===== config.mk =====
export PLATFORM = sky130hd
export DESIGN_NAME = static_power_hold_ctrl
export DESIGN_NICKNAME = d
export VERILOG_FILES = /design/src/hold_pkg.sv /design/src/pin_filter_if.sv /design/src/pin_filter.sv /design/src/static_power_hold_ctrl.sv
export SDC_FILE = /design/constraint.sdc
export NUM_CORES = 1
export LEC_CHECK = 0
export ABC_AREA = 1
export BUFFER_PORTS_ARGS = -buffer_cell sky130_fd_sc_hd__buf_4
export CAP_MARGIN = 0
export CORE_MARGIN = 2
export CORE_UTILIZATION = 25
export DETAILED_ROUTE_END_ITERATION = 6
export GPL_TIMING_DRIVEN = 0
export PLACE_DENSITY = 0.52
export SLEW_MARGIN = 5
export SYNTH_ARGS = -nofsm -noshare
export SYNTH_HDL_FRONTEND = slang
export SYNTH_SLANG_ARGS = --single-unit

===== constraint.sdc =====
create_clock -name clock -period 1.4 [get_ports clock]
set_input_delay 0.14 -clock clock [delete_from_list [all_inputs] [get_ports clock]]
set_output_delay 0.14 -clock clock [all_outputs]
set_load 0.01 [all_outputs]

===== src/hold_pkg.sv =====
// Package of constants for the static power hold controller
package hold_pkg;
  localparam int unsigned CLOCK_MHZ      = 125;
  localparam int unsigned ENTRY_DELAY_NS = 1000;
  localparam int unsigned ENTRY_CYCLES   = (ENTRY_DELAY_NS * CLOCK_MHZ + 999) / 1000;
  localparam int unsigned FILTER_CYCLES  = 8;
  localparam int unsigned SYNC_STAGES    = 2;
  typedef enum logic [1:0] {
    st_run,
    st_arm,
    st_hold
  } hold_state_t;
endpackage


===== src/pin_filter_if.sv =====
// Interface between the hold controller and its pin filter
`timescale 1ns/10ps
interface pin_filter_if;
  logic sync_level;
  logic filt_level;
  modport filter (output sync_level, output filt_level);
  modport user   (input sync_level, input filt_level);
endinterface


===== src/pin_filter.sv =====
// Synchroniser and glitch filter for the hold control pin
`timescale 1ns/10ps
module pin_filter
  import hold_pkg::*;
#(
  parameter int unsigned STAGES = SYNC_STAGES,
  parameter int unsigned FILT   = FILTER_CYCLES
) (
  // Clock and reset
  input  wire logic   clock,
  input  wire logic   rst,
  // Raw pin
  input  wire logic   pin_in,
  // Filtered result
  pin_filter_if.filter pf
);
  initial begin
    if (STAGES < 2 || FILT < 2) begin
      $error("pin_filter parameters out of range");
    end
  end

  localparam int unsigned CW = $clog2(FILT + 1);
  localparam logic [CW-1:0] FILT_MAX = CW'(FILT - 1);

  logic [STAGES-1:0] sync;
  logic [CW-1:0]     count;
  logic              level;
  wire               sample = sync[STAGES-1];
  wire               differ = sample != level;
  wire               done   = count == FILT_MAX;

  // Pin idles high; reset to inactive level
  always_ff @(posedge clock or posedge rst) begin
    if (rst) begin
      sync <= '1;
    end else begin
      sync <= {sync[STAGES-2:0], pin_in};
    end
  end

  // A level must hold FILT cycles before it is accepted
  always_ff @(posedge clock or posedge rst) begin
    if (rst) begin
      count <= '0;
      level <= 1'b1;
    end else if (!differ) begin
      count <= '0;
    end else if (done) begin
      count <= '0;
      level <= sample;
    end else begin
      count <= count + 1'b1;
    end
  end

  assign pf.sync_level = sample;
  assign pf.filt_level = level;
endmodule


===== src/static_power_hold_ctrl.sv =====
// Static power hold mode controller
// How it works
// - Hold mode begins one microsecond after the filtered pin goes low.
// - Pin returning high ends hold mode and resumes normal work.
// - Type 1: pin level alone decides entry and exit.
// - Type 2: pin and core condition must agree before any change.
// - Pin glitches shorter than the filter span are ignored.
// - Hold only raises hold_active; no state is cleared while holding.
// - Synchronised pin level goes out to core logic.
// - With hold disabled the pin acts as plain input and output.
`timescale 1ns/10ps
module static_power_hold_ctrl
  import hold_pkg::*;
#(
  parameter int unsigned DELAY  = ENTRY_CYCLES,
  parameter int unsigned FILT   = FILTER_CYCLES,
  parameter int unsigned STAGES = SYNC_STAGES
) (
  // Clock and reset
  input  wire logic clock,
  input  wire logic rst,
  // Configuration straps
  input  wire logic hold_enable,
  input  wire logic type2_mode,
  // Hold control pin, low active, usable as ordinary I/O
  input  wire logic hold_ctrl_pin_in_n,
  output logic      hold_ctrl_pin_out,
  output logic      hold_ctrl_pin_oe,
  // Core side
  input  wire logic core_enter_ok,
  input  wire logic core_exit_ok,
  input  wire logic gpio_out,
  input  wire logic gpio_oe,
  output logic      gpio_in,
  output logic      pin_level_core,
  // Status
  output logic      hold_active
);
  initial begin
    if (DELAY < 1 || DELAY > 4096) begin
      $error("static_power_hold_ctrl DELAY out of range");
    end
  end

  localparam int unsigned DW = $clog2(DELAY + 1);
  localparam logic [DW-1:0] DELAY_LAST = DW'(DELAY - 1);

  pin_filter_if pf ();

  pin_filter #(
    .STAGES (STAGES),
    .FILT   (FILT)
  ) u_filter (
    .clock  (clock),
    .rst    (rst),
    .pin_in (hold_ctrl_pin_in_n),
    .pf     (pf)
  );

  hold_state_t     state;
  hold_state_t     next_state;
  logic [DW-1:0]   delay_cnt;
  logic            pin_sync;
  logic            gpio_level;

  // Pin asserted means filtered level low while feature enabled
  wire pin_req   = hold_enable && !pf.filt_level;
  wire enter_ok  = pin_req && (!type2_mode || core_enter_ok);
  wire exit_ok   = !pin_req && (!type2_mode || core_exit_ok);
  wire delay_end = delay_cnt == DELAY_LAST;

  always_comb begin
    next_state = state;
    case (state)
      st_run: begin
        if (enter_ok) begin
          next_state = st_arm;
        end
      end
      st_arm: begin
        // Abort entry if the request drops while counting
        if (!enter_ok) begin
          next_state = st_run;
        end else if (delay_end) begin
          next_state = st_hold;
        end
      end
      st_hold: begin
        if (exit_ok) begin
          next_state = st_run;
        end
      end
      default: next_state = st_run;
    endcase
  end

  always_ff @(posedge clock or posedge rst) begin
    if (rst) begin
      state <= st_run;
    end else begin
      state <= next_state;
    end
  end

  always_ff @(posedge clock or posedge rst) begin
    if (rst) begin
      delay_cnt <= '0;
    end else if (state == st_arm && !delay_end) begin
      delay_cnt <= delay_cnt + 1'b1;
    end else if (state != st_arm) begin
      delay_cnt <= '0;
    end
  end

  // Data outputs registered; hold only flags, never clears state
  always_ff @(posedge clock or posedge rst) begin
    if (rst) begin
      pin_sync   <= 1'b1;
      gpio_level <= 1'b1;
    end else begin
      pin_sync   <= pf.sync_level;
      gpio_level <= pf.sync_level;
    end
  end

  assign hold_active       = state == st_hold;
  assign pin_level_core    = pin_sync;
  assign gpio_in           = gpio_level;
  // Drive the pin only when the hold feature does not own it
  assign hold_ctrl_pin_out = !hold_enable && gpio_out;
  assign hold_ctrl_pin_oe  = !hold_enable && gpio_oe;
endmodule


# Yosys cells after proc, flatten, opt, wreduce, memory -nomap -nowiden
# Index checks and enable logic that the tools add are counted.
# totals
regBits,17
inputBits,9
out_inout_bits,5
# classes
add_sub_neg,2
n_eq_ne,9
n_mux,9
n_reduce_logical,17
# ops
cell,n
7-bit 2-to-1 mux,2
2-bit 2-to-1 mux,4
4-bit 2-to-1 mux,2
7-bit by 1-bit adder with 7-bit output (second input constant),1
7-bit == test (second input constant),1
1-bit logical AND,6
2-bit one-hot mux with 3 select lines,1
1-bit logical NOT,5
4-bit by 1-bit adder with 4-bit output (second input constant),1
4-bit by 3-bit == test with 1-bit output (second input constant),1
2-bit by 1-bit != test with 1-bit output (second input constant),2
3-bit != test (second input constant),1
3-bit AND reduction,1
2-bit by 1-bit == test with 1-bit output (second input constant),1
2-bit == test (second input constant),1
2-bit logical NOT,1
1-bit logical OR,2
2-bit != test (second input constant),1
2-bit AND reduction,1
2-bit nonzero test,1
1-bit != test,1

# Logic depth before layout (Yosys ltp)
# Gate-level depths: netlist of the first run.
# depth
depth_word,6
mapped_depth,7

# Hierarchy
# A second synthesis of the first run with hierarchy kept.
# hier_totals
hier_cells,107
hier_area_um2,877.1
# by_module_without_submodules
mod,instances,cells_each,area_each_um2,seq_area_each_um2
static_power_hold_ctrl,1,77,591.8,251.5
pin_filter,1,30,285.3,178.9

# Worst setup path before layout of the first run
# OpenSTA, ideal clock, no wires.
# synth_path
path_kind,reg2reg
from,reg delay_cnt[0]
to,reg delay_cnt[0]
setup_ns,0.119
t_arrival_ns,1.094
t_required_ns,1.281
slack_ns,0.188
path_stages_with_launch,8
period_less_slack_ns,1.212
cell_sequence,dfrtp_1 inv_1 ha_1 nand3_2 nor2_4 nor2_2 nand2_1 o21ai_2
# synth_between
elab_chain_len,4
# synth_lines
element,line,text
"start, declared",static_power_hold_ctrl.sv:62,logic [DW-1:0] delay_cnt;
"start signal, assigned",static_power_hold_ctrl.sv:109,delay_cnt <= delay_cnt + 1'b1;
branches (longest 4 deep; another with 7-bit by 1-bit adder with 7-bit output),n/a,
# Parallel ways; which one is timed is not known.
# A chain may end at the register's enable or synchronous reset.

# Final worst setup path of the first run
# layout_path
from,reg delay_cnt[1]
to,reg delay_cnt[0]
# layout_between
elab_chain_len,4
# layout_lines
element,line,text
7-bit == test *,static_power_hold_ctrl.sv:70,wire delay_end = delay_cnt == DELAY_LAST;
1-bit logical NOT *,static_power_hold_ctrl.sv:108,end else if (state == st_arm && !delay_end) begin
1-bit logical AND *,static_power_hold_ctrl.sv:108,
7-bit 2-to-1 mux / 2-bit nonzero test (equally long branches),n/a,
# Mark *: on every way between the ends. The rest lies on a longest branch, timed or not.

==> summary.md, run 1 <==
| Metric | Value |
|---|---|
| Syn avg cell area | 8.771 sq um |
| Post-Synthesis Cells | between 90 and 100 |
| Setup skew after layout | about 4 ps |
| Global route total overflow | 0 |
| Final HPWL DP | between 1 and 1.5 mm |
| Hold crit path type | input pin to flip-flop |
| CTS tree | yes |
| R2r setup slk | 130 ps |
| Port bufs | 13 |
| Syn. warnings | 0 |
| Kind of critical path | flip-flop to flip-flop |
| Clock transition at the registers of the reported paths | roughly 100 ps |
| Fmax | about 800 MHz |
| DRT Pass-1 Iters | 4 |
| WP data required | ~1600 ps |
| Synthesized Nets | about 110 |
| Critical path capture point type | flip-flop |
| Area growth from synthesis to layout | 24.71% |
| Synth area leaders | dfrtp_1, dfstp_2, nand2_1, nor2_1, inv_1 |
| Antenna-violating nets left | 0 |
| Post-synthesis cell type count | 22 |
| Tightest Pin Transition | 646.7 ps |
| Die span in x | around 62 um |
| Ports | 14 |
| Effective utilization at floorplan | between 20% and 30% |
| DR iter-0 viols | 9 |
| Root cell of the clock tree | clkbuf_4 |
| Final WL | roughly 1.4 mm |
| Post-placement cell count | about 160 |
| Max_cap viols | 0 |
| First-pass GRT wire length | 2.628 mm |
| Number of H-tree levels | 1 |
| Cell taking the most area after synthesis | dfrtp_1 |
| Post-route setup TNS | 0 ps |
| Max-slew violations | 0 |
| Global-route usage over all layers | 8.520% |
| Crit path time final | between 1000 and 1500 ps |
| Nets | 130 |
| Largest net degree at the start of global routing | 18 |
| RSZ-0062 raised after global routing | no |
| Num CTS Buffers | 3 |
| Final cell count without fillers | 163 |
| Die height | 62.34 um |
| Core ar. | 3311 sq um |
| Flop and latch count out of synthesis | 17 |
| GPL Wtd Cong | 0.7040 |
| Final hold vios | 0 |
| Via density | 4.092 |
| Routed WL per cell | 8.810 um |
| Maximum root-to-sink buffer count | 2 |
| Cell Area, Synth | approximately 850 sq um |
| CP Data Arrival Time | between 1000 and 1500 ps |
| Row cnt | 21 |
| Worst VDD drop | 0.0004326 V |
| P_leak | 0.5016 nW |
| Drc violations | 0 |
| Max_slew headroom | approximately 57% |
| Top-area cell type share of the netlist area | around two fifths |
| ANT cells | 0 |
| Clock Latency Late Sink | 290 ps |
| Status | finished clean |
| Number of global-route vias before repair | ~660 |
| PD cells | roughly 1200 nW/um^2 |
| Die area | 3886 sq um |
| Final Cycle Share | between 90% and 100% |
| Startpoint Class | flip-flop |
| Seq/Total Area, Yosys | about 51% |
| Initial antenna violation count | 0 |
| Number of clock sinks | 17 |
| Vias | ~670 |
| Layout cells sized above 1 | between 20 and 30% |
| Worst-path fanout max | 5 |
| Setup violators final | 0 |
critical path, stage by stage (launching register included):
cell and delay [ps]:
dfrtp_1 420, inv_1 100, ha_1 170, nand3_2 90, nor2_4 180, nor2_2 80
nand2_1 70, o21ai_2 50
report_power, final:
group / leakage (nW) / switching [mW] / internal (mW)
Combinational: 0.265 / 0.192 / 0.145
Clock: 0.0177 / 0.152 / 0.106
Sequential: 0.218 / 0.0596 / 0.580
Total: 0.502 / 0.404 / 0.831
stage by stage:
step / total power, mW / instance area (sq um) / setup WS, ps / hold slack (ps) / utilization, %
floorplan: 0.8838 / 850.8 / 187.8 / 63.15 / -
global placement: 0.9609 / 1006 / 72.90 / 250.6 / 30.39
detailed placement: 0.9739 / 1006 / 47.32 / 249.6 / 30.39
CTS: 1.246 / 1054 / 30.52 / 146.7 / 31.82
global route: 1.353 / 1061 / 37.70 / 156.0 / 32.05
finish: 1.235 / 1061 / 131.7 / 145.9 / 32.05
cells by family after synthesis:
family / Yosys count / synth area share, %
AOI/OAI and AO/OA: 8 / 5.883
xor gates and xnor gates: 5 / 5.148
adders and majority gates: 3 / 4.412
buffers and inverters: 16 / 7.500
DFF: 17 / 50.59
and+or+nand+nor: 48 / 26.47
state kept, by name (all words and copies together), names as in the netlist:
name and cells:
delay_cnt 7, u_filter.count 4, state 2, u_filter.sync 2
gpio_in 1, u_filter.pf.filt_level 1
cell usage after synthesis:
library cell	number
ha_1	3
nand4_1	1
dfstp_2	4
o21ai_0	1
o21ai_2	2
nand2_2	1
nand3_2	1
nor3b_1	1
xor2_1	3
dfrtp_1	13
inv_2	3
or2_2	1
nor2_4	2
inv_1	12
nor2_1	13
nand2_1	19
nor2_2	1
o21bai_1	1
a21oi_1	4
nand3_1	8
xnor2_1	2
buf_4	1
timing repair:
| item | CTS | global route |
|---|---|---|
| setup buffers | 0 | 1 |
| hold buffers | 2 | 0 |
| gates resized for setup | 0 | 0 |
| hold endpoints to repair | 14 | 0 |
| endpoints found under the setup margin | 0 | 4 |
metal layers:
layer	wire length, um	global-route usage [%]	part of all wire [%]	up-vias
li1	-	-	-	343
met1	646	10.07	45	305
met2	706	13.59	49	15
met3	45	2.174	3.1	4
met4	38	5.833	2.6	0
met5	0	0	0	-
cells in the final DEF, fill, tap and decap left out, types with 2 or more instances in the layout:
| cell | count |
|---|---|
| nand2_1 | 19 |
| buf_4 | 15 |
| nor2_1 | 13 |
| dfrtp_1 | 13 |
| inv_1 | 12 |
| nand3_1 | 8 |
| a21oi_1 | 4 |
| dfstp_2 | 4 |
| inv_2 | 3 |
| xor2_1 | 3 |
| ha_1 | 3 |
| clkbuf_4 | 3 |
| nor2_4 | 2 |
| o21ai_2 | 2 |
| xnor2_1 | 2 |
| dlygate4sd3_1 | 2 |
final cells by class:
type                       instances  area, sq um
inverter                          15        56.30
multi-input combinational         64        356.6
tap                               46        57.56
fill                             365         2250
clock inverter                     1        5.005
clock buffer                       3        22.52
timing repair buffer              16        125.1
sequential                        17        430.4
buffer                             1        7.507
final timing paths:
check                                         to  cells after the start              from
max in group asynchronous           delay_cnt[2]                      3               rst
worst min-delay path                    state[1]                      4      core_exit_ok
worst min register to register  u_filter.sync[1]                      0  u_filter.sync[0]
worst max register to register      delay_cnt[0]                      7      delay_cnt[1]
worst max-delay path                delay_cnt[0]                      7      delay_cnt[1]
min in group asynchronous           delay_cnt[3]                      3               rst
Power figures use the tool's default switching activity.
==> run 2: changes to the inputs <==
--- a/config.mk
+++ b/config.mk
@@ -12,7 +12,7 @@
 export CORE_UTILIZATION = 25
 export DETAILED_ROUTE_END_ITERATION = 6
 export GPL_TIMING_DRIVEN = 0
-export PLACE_DENSITY = 0.52
+export PLACE_DENSITY = 0.53
 export SLEW_MARGIN = 5
 export SYNTH_ARGS = -nofsm -noshare
 export SYNTH_HDL_FRONTEND = slang
==> constraint.sdc (replaced) <==
create_clock -name clock -period 1.05 [get_ports clock]
set_input_delay 0.105 -clock clock [delete_from_list [all_inputs] [get_ports clock]]
set_output_delay 0.105 -clock clock [all_outputs]
set_load 0.01 [all_outputs]
==> summary.md, run 2 (synthesis results as in run 1) <==
| Metric | Value |
|---|---|
| Global-route usage over all layers | 10.00% (+1.5 points) |
| ANT cells | 0 (unchanged) |
| Regs by FF count | delay_cnt: 7 flops, u_filter.count: 4 flops |
| Layout fillers | 358 (-1.9%) |
| Root cell of the clock tree | clkbuf_4 |
| Crit. Startpoint | delay_cnt[1] |
| Number of global-route vias before repair | 783 (+19%) |
| Global route total overflow | 0 (unchanged) |
| WL met3 | 48 um (+6.7%) |
| Clock transition at the registers of the reported paths | 100 ps (about the same) |
| RSZ-0062 raised after global routing | yes |
| Ports | 14 (unchanged) |
| Commonest non-fill, non-tap cell in the layout | buf_4 |
| Drc violations | 0 (unchanged) |
| Failing checks | setup timing |
| Most used cell, CP | nor2_4 |
| Number of clock sinks | 17 (unchanged) |
| Clock Latency Late Sink | 290 ps (about the same) |
| Startpoint Class | flip-flop |
| Area growth from synthesis to layout | 44.85% |
| Worst VDD drop | 0.0006943 V (+61%) |
| Max_cap viols | 0 (unchanged) |
| Met2 WL post-DR | 919 um (+30%) |
| Setup violators final | 12 (+12) |
| Post-Route M1 WL | 651 um (+0.77%) |
| Num CTS Buffers | 3 (unchanged) |
| Final Cycle Share | 114.9% (+24 points) |
| Top Metal Used | met4 |
| Status | finished, violations left |
| Routed WL per cell | 9.439 um (+7.1%) |
| Worst-path fanout max | 5 (unchanged) |
| CP Data Arrival Time | 1400 ps (-60 ps) |
| Number of H-tree levels | 1 (unchanged) |
| Tightest Pin Transition | 657.5 ps (+10.73 ps) |
| Multi-input logic area | 442.9 sq um (+24%) |
| CP peak stage delay | 400 ps (-20 ps) |
| Largest net degree at the start of global routing | 18 (unchanged) |
| Initial antenna violation count | 0 (unchanged) |
| Layout cells sized above 1 | 46.46% (+17 points) |
| Register Area | 430.4 sq um (unchanged) |
| WHS | 93.73 ps (-52.16 ps) |
| Antenna-violating nets left | 0 (unchanged) |
| Crit path time final | 1207 ps (-61.66 ps) |
| Fmax | 828.8 MHz (+5.1%) |
| Post-route cell area | 1232 sq um (+16%) |
| Die span in x | 62.34 um (unchanged) |
| Vias | 717 (+7.5%) |
| Kind of critical path | flip-flop to flip-flop |
| Row cnt | 21 (unchanged) |
| PD cells | 1584 nW/um^2 (+36%) |
| Effective utilization at floorplan | 25.70% (unchanged) |
| Port bufs | 13 (unchanged) |
| Final hold vios | 0 (unchanged) |
| Final setup margin | -156.6 ps (-288.3 ps) |
| Leading cell types in the layout, fill and taps excluded | buf_4, nand2_1, dfrtp_1 |
| First-pass GRT wire length | 3.084 mm (+17%) |
| Post-route setup TNS | -1382 ps (-1382 ps) |
| Max_slew headroom | 56.12% (-0.72 points) |
| Critical path, cell by cell | inv_2 -> ha_4 -> nand3_4 -> nor2_4 -> nor2_4 -> nand2_1 -> o21ai_2 |
| Core ar. | 3311 sq um (unchanged) |
| Die height | 62.34 um (unchanged) |
| DRT Pass-1 Iters | 4 (unchanged) |
| Nets | 140 (+7.7%) |
| P_leak | 0.5735 nW (+14%) |
| Hold crit path type | input pin to flip-flop |
| CTS tree | yes |
| Max-slew violations | 0 (unchanged) |
| WP data required | 1250 ps (-340 ps) |
| Top reg by flops | delay_cnt |
| Final WL | 1.633 mm (+14%) |
| GPL Wtd Cong | 0.7398 (+5.1%) |
| Reg2reg start | delay_cnt[1] |
| Maximum root-to-sink buffer count | 2 (unchanged) |
| Max FFs per register | 7 (unchanged) |
| Worst hold start | core_exit_ok |
| DP Area | 1028 sq um (+2.2%) |
| Via density | 4.145 (+1.3%) |
| DR iter-0 viols | 7 (-2) |
| Critical path capture point type | flip-flop |
| Die area | 3886 sq um (unchanged) |
| Setup skew after layout | 10.04 ps (+6.117 ps) |
| DP Worst Slack | -216.7 ps (-264.0 ps) |
| Total power | 1.952 mW (+58%) |
| Final HPWL DP | 1.121 mm (-2.5%) |
| Slowest-stage cell, CP | dfrtp_1 |
## run 2: power breakdown
group          leakage (nW)  internal, mW  total (mW)  switching [mW]
Sequential            0.218         0.774       0.862          0.0881
Combinational         0.340         0.389       0.739           0.349
Clock                0.0150         0.148       0.352           0.204
## run 2: final timing paths
| path | to | slack (ps) | cells past startpoint |
|---|---|---|---|
| worst max-delay path | delay_cnt[0] | -160 | 7 |
| worst min-delay path | state[1] | 90 | 4 |
| worst max register to register | delay_cnt[0] | -160 | 7 |
| worst min register to register | u_filter.sync[1] | 360 | 0 |
| max in group asynchronous | delay_cnt[3] | 160 | 3 |
| min in group asynchronous | state[1] | 460 | 3 |
## run 2: critical path, delay by kind of cell, from the launching register on
| kind | cells | cell delay, ps |
|---|---|---|
| AND/OR/NAND/NOR | 4 | 430 |
| buffers and inverters | 1 | 80 |
| AO/OA/AOI/OAI | 1 | 50 |
| adder cells (fa/ha/maj) | 1 | 140 |
| flip-flops | 1 | 400 |
## run 2: cell type report
type / count / share of cell area (%)
flip-flops and latches: 17 / 34.92
plain buffers: 1 / 0.9137
inverters: 15 / 4.569
repair buffers: 26 / 16.85
well taps: 46 / 4.670
multi-input cells: 64 / 35.94
clock buffers: 4 / 2.132
## run 2: repair_timing
item | 4_1_cts | 5_1_grt
endpoints found under the hold margin | 14 | 0
endpoints found under the setup margin | 14 | 15
hold buffers | 2 | 0
buffers inserted | 7 | 4
gates resized for setup | 11 | 6
pin swaps | 5 | 6
## run 2: per-layer routing
layer	track usage, %	vias to the layer above
met2	18.21	15
met4	5.833	0
met3	2.174	2
met1	10.59	340
li1	-	360
met5	0	-
## run 2: metrics by stage
step	utilization, %	instances
CTS	35.41	169
detailed placement	31.07	156
global placement	31.07	156
finish	37.23	173
global route	37.23	173
floorplan	-	97
